`src/rtl/tpsm_pkg.sv`:
```
// constants and types of the test point strap mode port
package tpsm_pkg;

    // -------------------------------------------------------------------
    // widths
    // -------------------------------------------------------------------
    localparam int PIN_W       = 8;
    localparam int MODE_W      = 3;
    localparam int SEL_W       = 2 * PIN_W;
    localparam int SYNC_W      = PIN_W + 1;
    localparam int NCO_W       = 10;
    localparam int NCO_CH      = 2;

    // -------------------------------------------------------------------
    // rates
    // -------------------------------------------------------------------
    localparam int CLK_SYS_HZ  = 100_000_000;
    localparam int NCO_RES_HZ  = 250_000;
    localparam int SLOW_HZ     = 7_500_000;
    localparam int VAR_MIN_HZ  = 700_000;
    localparam int VAR_MAX_HZ  = 22_500_000;
    localparam int VAR_DEF_HZ  = 1_000_000;

    // toggle step per cycle; output rate = step * NCO_RES_HZ / 2
    localparam logic [NCO_W-1:0] NCO_DEN      = NCO_W'(CLK_SYS_HZ / NCO_RES_HZ);
    localparam logic [NCO_W-1:0] STEP_SLOW    = NCO_W'(2 * SLOW_HZ / NCO_RES_HZ);
    localparam logic [NCO_W-1:0] VAR_STEP_MIN =
        NCO_W'((2 * VAR_MIN_HZ + NCO_RES_HZ - 1) / NCO_RES_HZ);
    localparam logic [NCO_W-1:0] VAR_STEP_MAX = NCO_W'(2 * VAR_MAX_HZ / NCO_RES_HZ);
    localparam logic [NCO_W-1:0] VAR_STEP_DEF = NCO_W'(2 * VAR_DEF_HZ / NCO_RES_HZ);

    // -------------------------------------------------------------------
    // modes and selections
    // -------------------------------------------------------------------
    localparam logic [MODE_W-1:0] MODE_QUIET  = 3'h0;
    localparam logic [MODE_W-1:0] MODE_CLKDBG = 3'h2;

    // debug clock source to pin mapping
    localparam int PIN_VAR  = 2;
    localparam int PIN_SLOW = 7;
    localparam int PIN_FAST = 0;
    localparam int PIN_HALF = 1;

    typedef enum logic [1:0]
    {
        TPSM_SEL_OFF  = 2'h0,
        TPSM_SEL_LOW  = 2'h1,
        TPSM_SEL_HIGH = 2'h2,
        TPSM_SEL_CLK  = 2'h3
    } tpsm_sel_t;

    typedef enum logic
    {
        TPSM_ST_HELD = 1'h0,
        TPSM_ST_RUN  = 1'h1
    } tpsm_state_t;

    // two bits per pin, pin 0 in the low pair
    localparam logic [SEL_W-1:0] SEL_QUIET_MAP  = 16'h0000;
    localparam logic [SEL_W-1:0] SEL_CLKDBG_MAP = 16'he9bf;

    // pin drive enable for one selection
    function automatic logic tpsmSelDrives(input logic [1:0] sel);
        return sel != TPSM_SEL_OFF;
    endfunction

    // static level for one selection
    function automatic logic tpsmSelLevel(input logic [1:0] sel);
        return sel == TPSM_SEL_HIGH;
    endfunction

endpackage

```
`src/rtl/tpsm_port.sv`:
```
// test point port: strap capture at reset release, then debug outputs
`timescale 1ns/1ps
module tpsm_port
(
    // clock, reset, enable
    input  wire logic                         clk_sys,
    input  wire logic                         rst,
    input  wire logic                         ce,
    // chip reset pin, active low, asynchronous
    input  wire logic                         chipResetLow,
    // probe pins
    input  wire logic [tpsm_pkg::PIN_W-1:0]   debugProbePinsIn,
    output logic      [tpsm_pkg::PIN_W-1:0]   debugProbePinsOut,
    output logic      [tpsm_pkg::PIN_W-1:0]   debugProbePinsOe,
    // fast clock taps forwarded in clock debug
    input  wire logic                         clkTapFast,
    input  wire logic                         clkTapHalf,
    // software output reselection
    input  wire logic                         selLoad,
    input  wire logic [tpsm_pkg::SEL_W-1:0]   selCode,
    input  wire logic [tpsm_pkg::NCO_W-1:0]   varStep,
    // captured mode
    output logic      [tpsm_pkg::MODE_W-1:0]  testMode,
    output logic                              testModeValid
);
    import tpsm_pkg::*;

    // -------------------------------------------------------------------
    // pin synchronisers
    // -------------------------------------------------------------------
    logic [SYNC_W-1:0] syncIn;
    logic [SYNC_W-1:0] sync1_r;
    logic [SYNC_W-1:0] sync2_r;
    logic [SYNC_W-1:0] sync3_r;
    logic [SYNC_W-1:0] flt_r;
    logic [SYNC_W-1:0] flt_nxt;

    assign syncIn = {chipResetLow, debugProbePinsIn};

    genvar gi;
    generate
        for (gi = 0; gi < SYNC_W; gi++)
        begin : g_sync
            // level counts once stages two and three agree
            always_comb
            begin
                flt_nxt[gi] = flt_r[gi];
                if (sync2_r[gi] == sync3_r[gi])
                begin
                    flt_nxt[gi] = sync3_r[gi];
                end
            end
        end
    endgenerate

    always_ff @(posedge clk_sys)
    begin
        if (rst)
        begin
            sync1_r <= '0;
            sync2_r <= '0;
            sync3_r <= '0;
            flt_r   <= '0;
        end
        else if (ce)
        begin
            sync1_r <= syncIn;
            sync2_r <= sync1_r;
            sync3_r <= sync2_r;
            flt_r   <= flt_nxt;
        end
    end

    logic             rstNFlt;
    logic [PIN_W-1:0] strapFlt;
    logic             relEdge;
    logic             asrtEdge;

    assign rstNFlt  = flt_r[PIN_W];
    // straps taken from the same filter stage as the reset bit
    assign strapFlt = flt_nxt[PIN_W-1:0];
    // release is a rise of the filtered reset level
    assign relEdge  = flt_nxt[PIN_W] && !rstNFlt;
    assign asrtEdge = !flt_nxt[PIN_W];

    // -------------------------------------------------------------------
    // mode capture and output selection
    // -------------------------------------------------------------------
    tpsm_state_t      state_r;
    tpsm_state_t      state_nxt;
    logic [MODE_W-1:0] mode_r;
    logic [MODE_W-1:0] mode_nxt;
    logic [SEL_W-1:0] sel_r;
    logic [SEL_W-1:0] sel_nxt;
    logic             swTouched_r;
    logic             swTouched_nxt;
    logic [NCO_W-1:0] step_r;
    logic [NCO_W-1:0] step_nxt;
    logic [PIN_W-1:0] oe_r;
    logic [PIN_W-1:0] oe_nxt;
    logic [PIN_W-1:0] lvl_r;
    logic [PIN_W-1:0] lvl_nxt;

    function automatic logic [NCO_W-1:0] clampStep(input logic [NCO_W-1:0] s);
        if (s < VAR_STEP_MIN)
            return VAR_STEP_MIN;
        if (s > VAR_STEP_MAX)
            return VAR_STEP_MAX;
        return s;
    endfunction

    always_comb
    begin
        state_nxt     = state_r;
        mode_nxt      = mode_r;
        sel_nxt       = sel_r;
        swTouched_nxt = swTouched_r;
        step_nxt      = step_r;
        case (state_r)
            TPSM_ST_HELD:
            begin
                if (relEdge)
                begin
                    // strap sampled once, pulldowns give zero when open
                    mode_nxt      = strapFlt[MODE_W-1:0];
                    state_nxt     = TPSM_ST_RUN;
                    swTouched_nxt = 1'b0;
                    step_nxt      = VAR_STEP_DEF;
                    if (strapFlt[MODE_W-1:0] == MODE_CLKDBG)
                        sel_nxt = SEL_CLKDBG_MAP;
                    else
                        sel_nxt = SEL_QUIET_MAP;
                end
            end
            TPSM_ST_RUN:
            begin
                if (asrtEdge)
                begin
                    state_nxt = TPSM_ST_HELD;
                    sel_nxt   = SEL_QUIET_MAP;
                end
                else if (selLoad)
                begin
                    sel_nxt       = selCode;
                    step_nxt      = clampStep(varStep);
                    swTouched_nxt = 1'b1;
                end
            end
            default:
            begin
                state_nxt = TPSM_ST_HELD;
                sel_nxt   = SEL_QUIET_MAP;
            end
        endcase
        for (int i = 0; i < PIN_W; i++)
        begin
            oe_nxt[i]  = (state_nxt == TPSM_ST_RUN) && tpsmSelDrives(sel_nxt[2*i +: 2]);
            lvl_nxt[i] = tpsmSelLevel(sel_nxt[2*i +: 2]);
        end
    end

    always_ff @(posedge clk_sys)
    begin
        if (rst)
        begin
            state_r     <= TPSM_ST_HELD;
            mode_r      <= MODE_QUIET;
            sel_r       <= SEL_QUIET_MAP;
            swTouched_r <= 1'b0;
            step_r      <= VAR_STEP_DEF;
            oe_r        <= '0;
            lvl_r       <= '0;
        end
        else if (ce)
        begin
            state_r     <= state_nxt;
            mode_r      <= mode_nxt;
            sel_r       <= sel_nxt;
            swTouched_r <= swTouched_nxt;
            step_r      <= step_nxt;
            oe_r        <= oe_nxt;
            lvl_r       <= lvl_nxt;
        end
    end

    // -------------------------------------------------------------------
    // debug clock sources
    // -------------------------------------------------------------------
    logic [NCO_W-1:0]  ncoStep [NCO_CH];
    logic [NCO_CH-1:0] ncoClk;
    logic [PIN_W-1:0]  clkSrc;
    logic              ncoRun;

    assign ncoRun     = state_r == TPSM_ST_RUN;
    assign ncoStep[0] = step_r;
    assign ncoStep[1] = STEP_SLOW;

    generate
        for (gi = 0; gi < NCO_CH; gi++)
        begin : g_nco
            tpsm_nco u_nco
            (
                .clk_sys (clk_sys),
                .rst     (rst),
                .ce      (ce),
                .run     (ncoRun),
                .step    (ncoStep[gi]),
                .clkOut  (ncoClk[gi])
            );
        end
    endgenerate

    always_comb
    begin
        clkSrc           = '0;
        clkSrc[PIN_FAST] = clkTapFast;
        clkSrc[PIN_HALF] = clkTapHalf;
        clkSrc[PIN_VAR]  = ncoClk[0];
        clkSrc[PIN_SLOW] = ncoClk[1];
    end

    // -------------------------------------------------------------------
    // pin drive
    // -------------------------------------------------------------------
    generate
        for (gi = 0; gi < PIN_W; gi++)
        begin : g_pin
            // clock selections forward the source, others the held level
            assign debugProbePinsOut[gi] = (sel_r[2*gi +: 2] == TPSM_SEL_CLK) ?
                                           clkSrc[gi] : lvl_r[gi];
        end
    endgenerate

    assign debugProbePinsOe = oe_r;
    assign testMode         = mode_r;
    assign testModeValid    = state_r == TPSM_ST_RUN;

    // -------------------------------------------------------------------
    // checks
    // -------------------------------------------------------------------
    a_held_inputs: assert property (@(posedge clk_sys) disable iff (rst)
        (state_r == TPSM_ST_HELD) |-> (debugProbePinsOe == '0))
        else $error("probe pins driven while reset held");

    a_reset_hiz: assert property (@(posedge clk_sys)
        rst |=> (debugProbePinsOe == '0) && !testModeValid)
        else $error("probe pins not released by core reset");

    a_release_capture: assert property (@(posedge clk_sys) disable iff (rst)
        (ce && state_r == TPSM_ST_HELD && relEdge)
        |=> (mode_r == $past(strapFlt[MODE_W-1:0])) && testModeValid)
        else $error("strap not captured at release");

    a_no_recapture: assert property (@(posedge clk_sys) disable iff (rst)
        (state_r == TPSM_ST_RUN && rstNFlt) ##1 (state_r == TPSM_ST_RUN)
        |-> $stable(mode_r))
        else $error("mode changed without reset cycle");

    a_default_hiz: assert property (@(posedge clk_sys) disable iff (rst)
        (state_r == TPSM_ST_RUN && mode_r == MODE_QUIET && !swTouched_r)
        |-> (debugProbePinsOe == '0))
        else $error("quiet mode drives probe pins");

    a_clkdbg_levels: assert property (@(posedge clk_sys) disable iff (rst)
        (state_r == TPSM_ST_RUN && mode_r == MODE_CLKDBG && !swTouched_r)
        |-> (debugProbePinsOe == 8'hff) && debugProbePinsOut[3] && !debugProbePinsOut[4]
            && (debugProbePinsOut[6:5] == 2'h3))
        else $error("clock debug levels wrong");

    a_sw_reselect: assert property (@(posedge clk_sys) disable iff (rst)
        (ce && state_r == TPSM_ST_RUN && !asrtEdge && selLoad)
        |=> (sel_r == $past(selCode)) && (debugProbePinsOe[0] == ($past(selCode[1:0]) != 2'h0)))
        else $error("software selection not applied");

    a_dir_change: assert property (@(posedge clk_sys) disable iff (rst)
        (ce && state_r == TPSM_ST_HELD && relEdge && strapFlt[MODE_W-1:0] == MODE_CLKDBG)
        |=> (debugProbePinsOe == 8'hff))
        else $error("pins not turned to outputs after release");

endmodule // tpsm_port

```
`src/rtl/tpsm_nco.sv`:
```
// fractional divider making one debug clock
`timescale 1ns/1ps
module tpsm_nco
(
    // clock and control
    input  wire logic                      clk_sys,
    input  wire logic                      rst,
    input  wire logic                      ce,
    input  wire logic                      run,
    // toggle step per cycle
    input  wire logic [tpsm_pkg::NCO_W-1:0] step,
    // divided clock
    output logic                           clkOut
);
    import tpsm_pkg::*;

    logic [NCO_W-1:0] acc_r;
    logic [NCO_W-1:0] acc_nxt;
    logic             clk_r;
    logic             clk_nxt;
    logic [NCO_W-1:0] sum;

    always_comb
    begin
        sum     = acc_r + step;
        acc_nxt = sum;
        clk_nxt = clk_r;
        if (!run)
        begin
            acc_nxt = '0;
            clk_nxt = 1'b0;
        end
        else if (sum >= NCO_DEN)
        begin
            acc_nxt = sum - NCO_DEN;
            clk_nxt = ~clk_r;
        end
    end

    always_ff @(posedge clk_sys)
    begin
        if (rst)
        begin
            acc_r <= '0;
            clk_r <= 1'b0;
        end
        else if (ce)
        begin
            acc_r <= acc_nxt;
            clk_r <= clk_nxt;
        end
    end

    assign clkOut = clk_r;

endmodule // tpsm_nco

```
`config.mk`:
```
export PLATFORM = sky130hd
export DESIGN_NAME = tpsm_port
export DESIGN_NICKNAME = d
export VERILOG_FILES = /design/src/rtl/tpsm_pkg.sv /design/src/rtl/tpsm_port.sv /design/src/rtl/tpsm_nco.sv
export SDC_FILE = /design/constraint.sdc
export NUM_CORES = 1
export LEC_CHECK = 0
export BUFFER_PORTS_ARGS = -buffer_cell sky130_fd_sc_hd__buf_4
export CAP_MARGIN = 10
export CORE_UTILIZATION = 40
export DETAILED_ROUTE_END_ITERATION = 10
export GPL_ROUTABILITY_DRIVEN = 1
export PLACE_DENSITY_LB_ADDON = 0.08
export SYNTH_ARGS = -nofsm -noshare
export SYNTH_HDL_FRONTEND = slang
export SYNTH_SLANG_ARGS = --single-unit
```
`constraint.sdc`:
```
create_clock -name clk_sys -period 2.55 [get_ports clk_sys]
set_input_delay 0.51 -clock clk_sys [delete_from_list [all_inputs] [get_ports clk_sys]]
set_output_delay 0.51 -clock clk_sys [all_outputs]
set_load 0.01 [all_outputs]
```
==> results.sh <==
export IMPL_rows=38
export IMPL_skew_ns=0.00364
export IMPL_slew_violations=0
export IMPL_fmax_mhz=386
export IMPL_synth_most_common_cell="dfxtp_1"
export IMPL_ys_ff_latch=82
export IMPL_worst_slack_ns=-0.0422
export IMPL_seq_power_share_pct=46.0
export IMPL_cts_tree="yes"
export IMPL_swShare_pct=20.8
export IMPL_grt_pass1_vias=3671
export IMPL_tightest_slew_ns=0.591
export IMPL_grt_pass1_wl_mm=17.9
export IMPL_required_ns=2.76
export IMPL_cp_start_kind="register"
export IMPL_drive_above_1_share_pct=24.1
export IMPL_ant_nets=0
export IMPL_clk_pin_slew_ns=0.06
export IMPL_crit_fanout=5
export IMPL_firstDrtPassIters=4
export IMPL_p_sw_mw=0.588
export IMPL_fill_cells=1071
export IMPL_violations="setup timing"
export IMPL_synth_compound_area_share_pct=20.2
export IMPL_ys_flop_type="dfxtp_1"
export IMPL_dieWidth_um=108
export IMPL_clkPwrFrac_pct=48.4
export IMPL_powerDensity_mw_per_mm2=503
export IMPL_port_buffers=55
export IMPL_min_period_ns=2.59
export IMPL_p_int_mw=2.24
export IMPL_final_hold_violation_count=0
export IMPL_clkSinkCount=82
export IMPL_die_h_um=108
export IMPL_synth_common_cells="dfxtp_1, nand2_1, nor2_1"
export IMPL_vdd_drop_max_v=0.000267
export IMPL_critical_path_class="register to register"
export IMPL_synthTopCellsByArea="dfxtp_1, mux2i_1, nand2_1"
export IMPL_setup_viol=3
export IMPL_period_share_pct=102
export IMPL_num_vias=3986
export IMPL_antenna_found_initial=0
export IMPL_yosysTopAreaCell="dfxtp_1"
export IMPL_maxCapViolations=0
export IMPL_combPwrFrac_pct=5.6
export IMPL_dp_hpwl_mm=7.75
export IMPL_grt_usage_pct=19.6
export IMPL_area_growth_pct=24.1
export IMPL_n_antenna_cell=0
export IMPL_insertion_delay_ns=0.33
export IMPL_die_area_sq_mm=0.0117
export IMPL_globalplace_congestion=0.804
export IMPL_routed_wl_mm=11.1
export IMPL_hold_class="input pin to register"
export IMPL_synth_xor_area_share_pct=4.01
export IMPL_power_leakage_nw=2.31
export IMPL_fin_hold_ws_ns=0.410
export IMPL_root_buffer="clkbuf_16"
export IMPL_netlist_area_sq_mm=0.00453
export IMPL_synthSimpleGateAreaFrac_pct=19.7
export IMPL_slew_headroom_pct=60.5
export IMPL_netlist_instances=542
export IMPL_drt_iter0_markers=179
export IMPL_synth_mux_area_share_pct=10.2
export IMPL_worstSetupEndpointType="register"
export IMPL_total_power_mw=2.83
export IMPL_status="finished, violations left"
export IMPL_synth_adder_area_share_pct=5.47
export IMPL_ys_seq_area_share_pct=36.3
export IMPL_yosys_warnings=0
export IMPL_cts_made_buffers=9
export IMPL_grt_max_degree=47
export IMPL_layout_nets=668
export IMPL_async_flop_share_pct=0
export IMPL_htree_levels=3
export IMPL_cts_buffer_depth=2
export IMPL_grt_overflow=0
export IMPL_hold_buffers=0
export IMPL_ys_types=65
export IMPL_detailedPlace_worstSlack_ns=-0.134
export IMPL_start_util_pct=41.4
export IMPL_syn_avg_cell_area_sq_um=8.35
export IMPL_avgViaCountPerCell=5.29
export IMPL_core_area_sq_mm=0.0109
export IMPL_io_pins=61
export IMPL_rsz0062_at_grt="true"
export IMPL_synth_edf_count=0
export IMPL_wl_per_cell_um=14.7
export IMPL_drcViolationCount=0
export IMPL_synth_fp_nets=599
export IMPL_cp_data_arrival_time_ns=2.80
export IMPL_synth_top_family_by_area="compound AO/OA/AOI/OAI gates"
export IMPL_netlist_area_leader_share_pct=36.3
==> final cells by class <==
class / instances / area, sq um / share of cell area (%)
inverter: 17 / 63.8 / 1.14
timing repair buffer: 87 / 666 / 11.8
clock buffer: 11 / 243 / 4.32
multi-input combinational: 414 / 2760 / 49.2
sequential: 82 / 1640 / 29.3
tap: 140 / 175 / 3.12
clock inverter: 3 / 65.1 / 1.16
==> power groups by stage <==
stage | logic [mW] | registers, mW | clock network (mW)
after global routing | 0.172 | 1.30 | 1.46
after detailed placement | 0.158 | 1.33 | 0
after global placement | 0.156 | 1.33 | 0
after floorplan | 0.0884 | 1.33 | 0
final | 0.157 | 1.30 | 1.37
after CTS | 0.158 | 1.30 | 1.40
==> routing by layer <==
metal | wire [um] | share of wire [%] | GRT usage (%)
met5 | 0 | 0 | 0
met4 | 138 | 1.2 | 7.63
met3 | 364 | 3.3 | 2.89
met2 | 5110 | 46 | 31.3
met1 | 5490 | 49 | 26.7
==> timing repair <==
| item | 4_1_cts | 5_1_grt |
|---|---|---|
| buffers inserted | 3 | 3 |
| endpoints found under the setup margin | 6 | 11 |
| resized for setup | 3 | 7 |
| pin swaps | 8 | 3 |
==> cell families (layout without fill, tap and decap cells) <==
kind of cell	count (synthesis)	in the layout
and+or+nand+nor	193	193
DFF	82	82
muxes	44	44
xor gates and xnor gates	19	19
AOI/OAI and AO/OA	138	138
adders and majority gates	20	20
buffers and inverters	46	118
==> sequential cells by signal, summed over array words and instances, names as in the netlist <==
register and flops:
debugProbePinsOe 8, flt_r 4, g_nco.u_nco.acc_r 18, g_nco.u_nco.clkOut 2, lvl_r 8, sel_r 16, step_r 10, sync1_r 4
sync2_r 4, sync3_r 4, testMode 3, testModeValid 1
==> path summary, 6_finish.rpt <==
check	from	to	slack (ns)	depth (start not counted)
max	g_nco[0].u_nco.acc_r[0]$_SDFFE_PP0P_	g_nco[0].u_nco.acc_r[7]$_SDFFE_PP0P_	-0.04	12
min	debugProbePinsIn[1]	sync1_r[1]$_SDFFE_PP0P_	0.41	3
max reg2reg	g_nco[0].u_nco.acc_r[0]$_SDFFE_PP0P_	g_nco[0].u_nco.acc_r[7]$_SDFFE_PP0P_	-0.04	12
min reg2reg	debugProbePinsOe[3]$_SDFFE_PP0P_	debugProbePinsOe[3]$_SDFFE_PP0P_	0.46	2
==> per-stage QoR <==
| step | TNS [ns] | std cells | cell area [sq um] | utilization [%] |
|---|---|---|---|---|
| finish | -0.0685 | 754 | 5620 | 51.4 |
| global route | -0.688 | 754 | 5620 | 51.4 |
| CTS | -0.138 | 751 | 5580 | 51.1 |
| detailed placement | -0.270 | 734 | 5230 | 47.8 |
| global placement | -0.176 | 734 | 5230 | 47.8 |
| floorplan | -0.00284 | 542 | 4560 | - |
==> critical path, stage by stage (launching register included) <==
cell      delay (ns)
dfxtp_2         0.33
ha_4            0.16
fa_2            0.34
a21o_1          0.21
a21oi_2         0.15
nor2_1          0.07
nor2_2          0.13
ha_2            0.19
nand3_2         0.08
o221ai_4        0.19
a31oi_4         0.14
and3_1          0.19
or3_1           0.30
==> placed cells by master, fill, tap and decap left out, types with 3 or more instances in the layout <==
cell	synthesis	final
a211oi_1	3	3
a21boi_0	5	5
a21oi_1	49	46
a21oi_2	0	3
a22o_1	3	3
a22oi_1	22	22
a31oi_1	3	3
and2_1	7	7
and3_1	4	4
buf_4	0	86
clkbuf_16	0	9
dfxtp_1	82	80
ha_1	15	10
ha_2	0	3
inv_1	17	16
maj3_1	4	4
mux2_2	17	17
mux2i_1	27	27
nand2_1	66	66
nand3_1	15	14
nand3b_1	6	6
nor2_1	66	65
nor3_1	8	8
nor3b_1	3	3
o21ai_0	26	25
or3_1	5	5
xnor2_1	10	10
xor2_1	7	7
No activity file was read; power rests on OpenSTA's default activity.
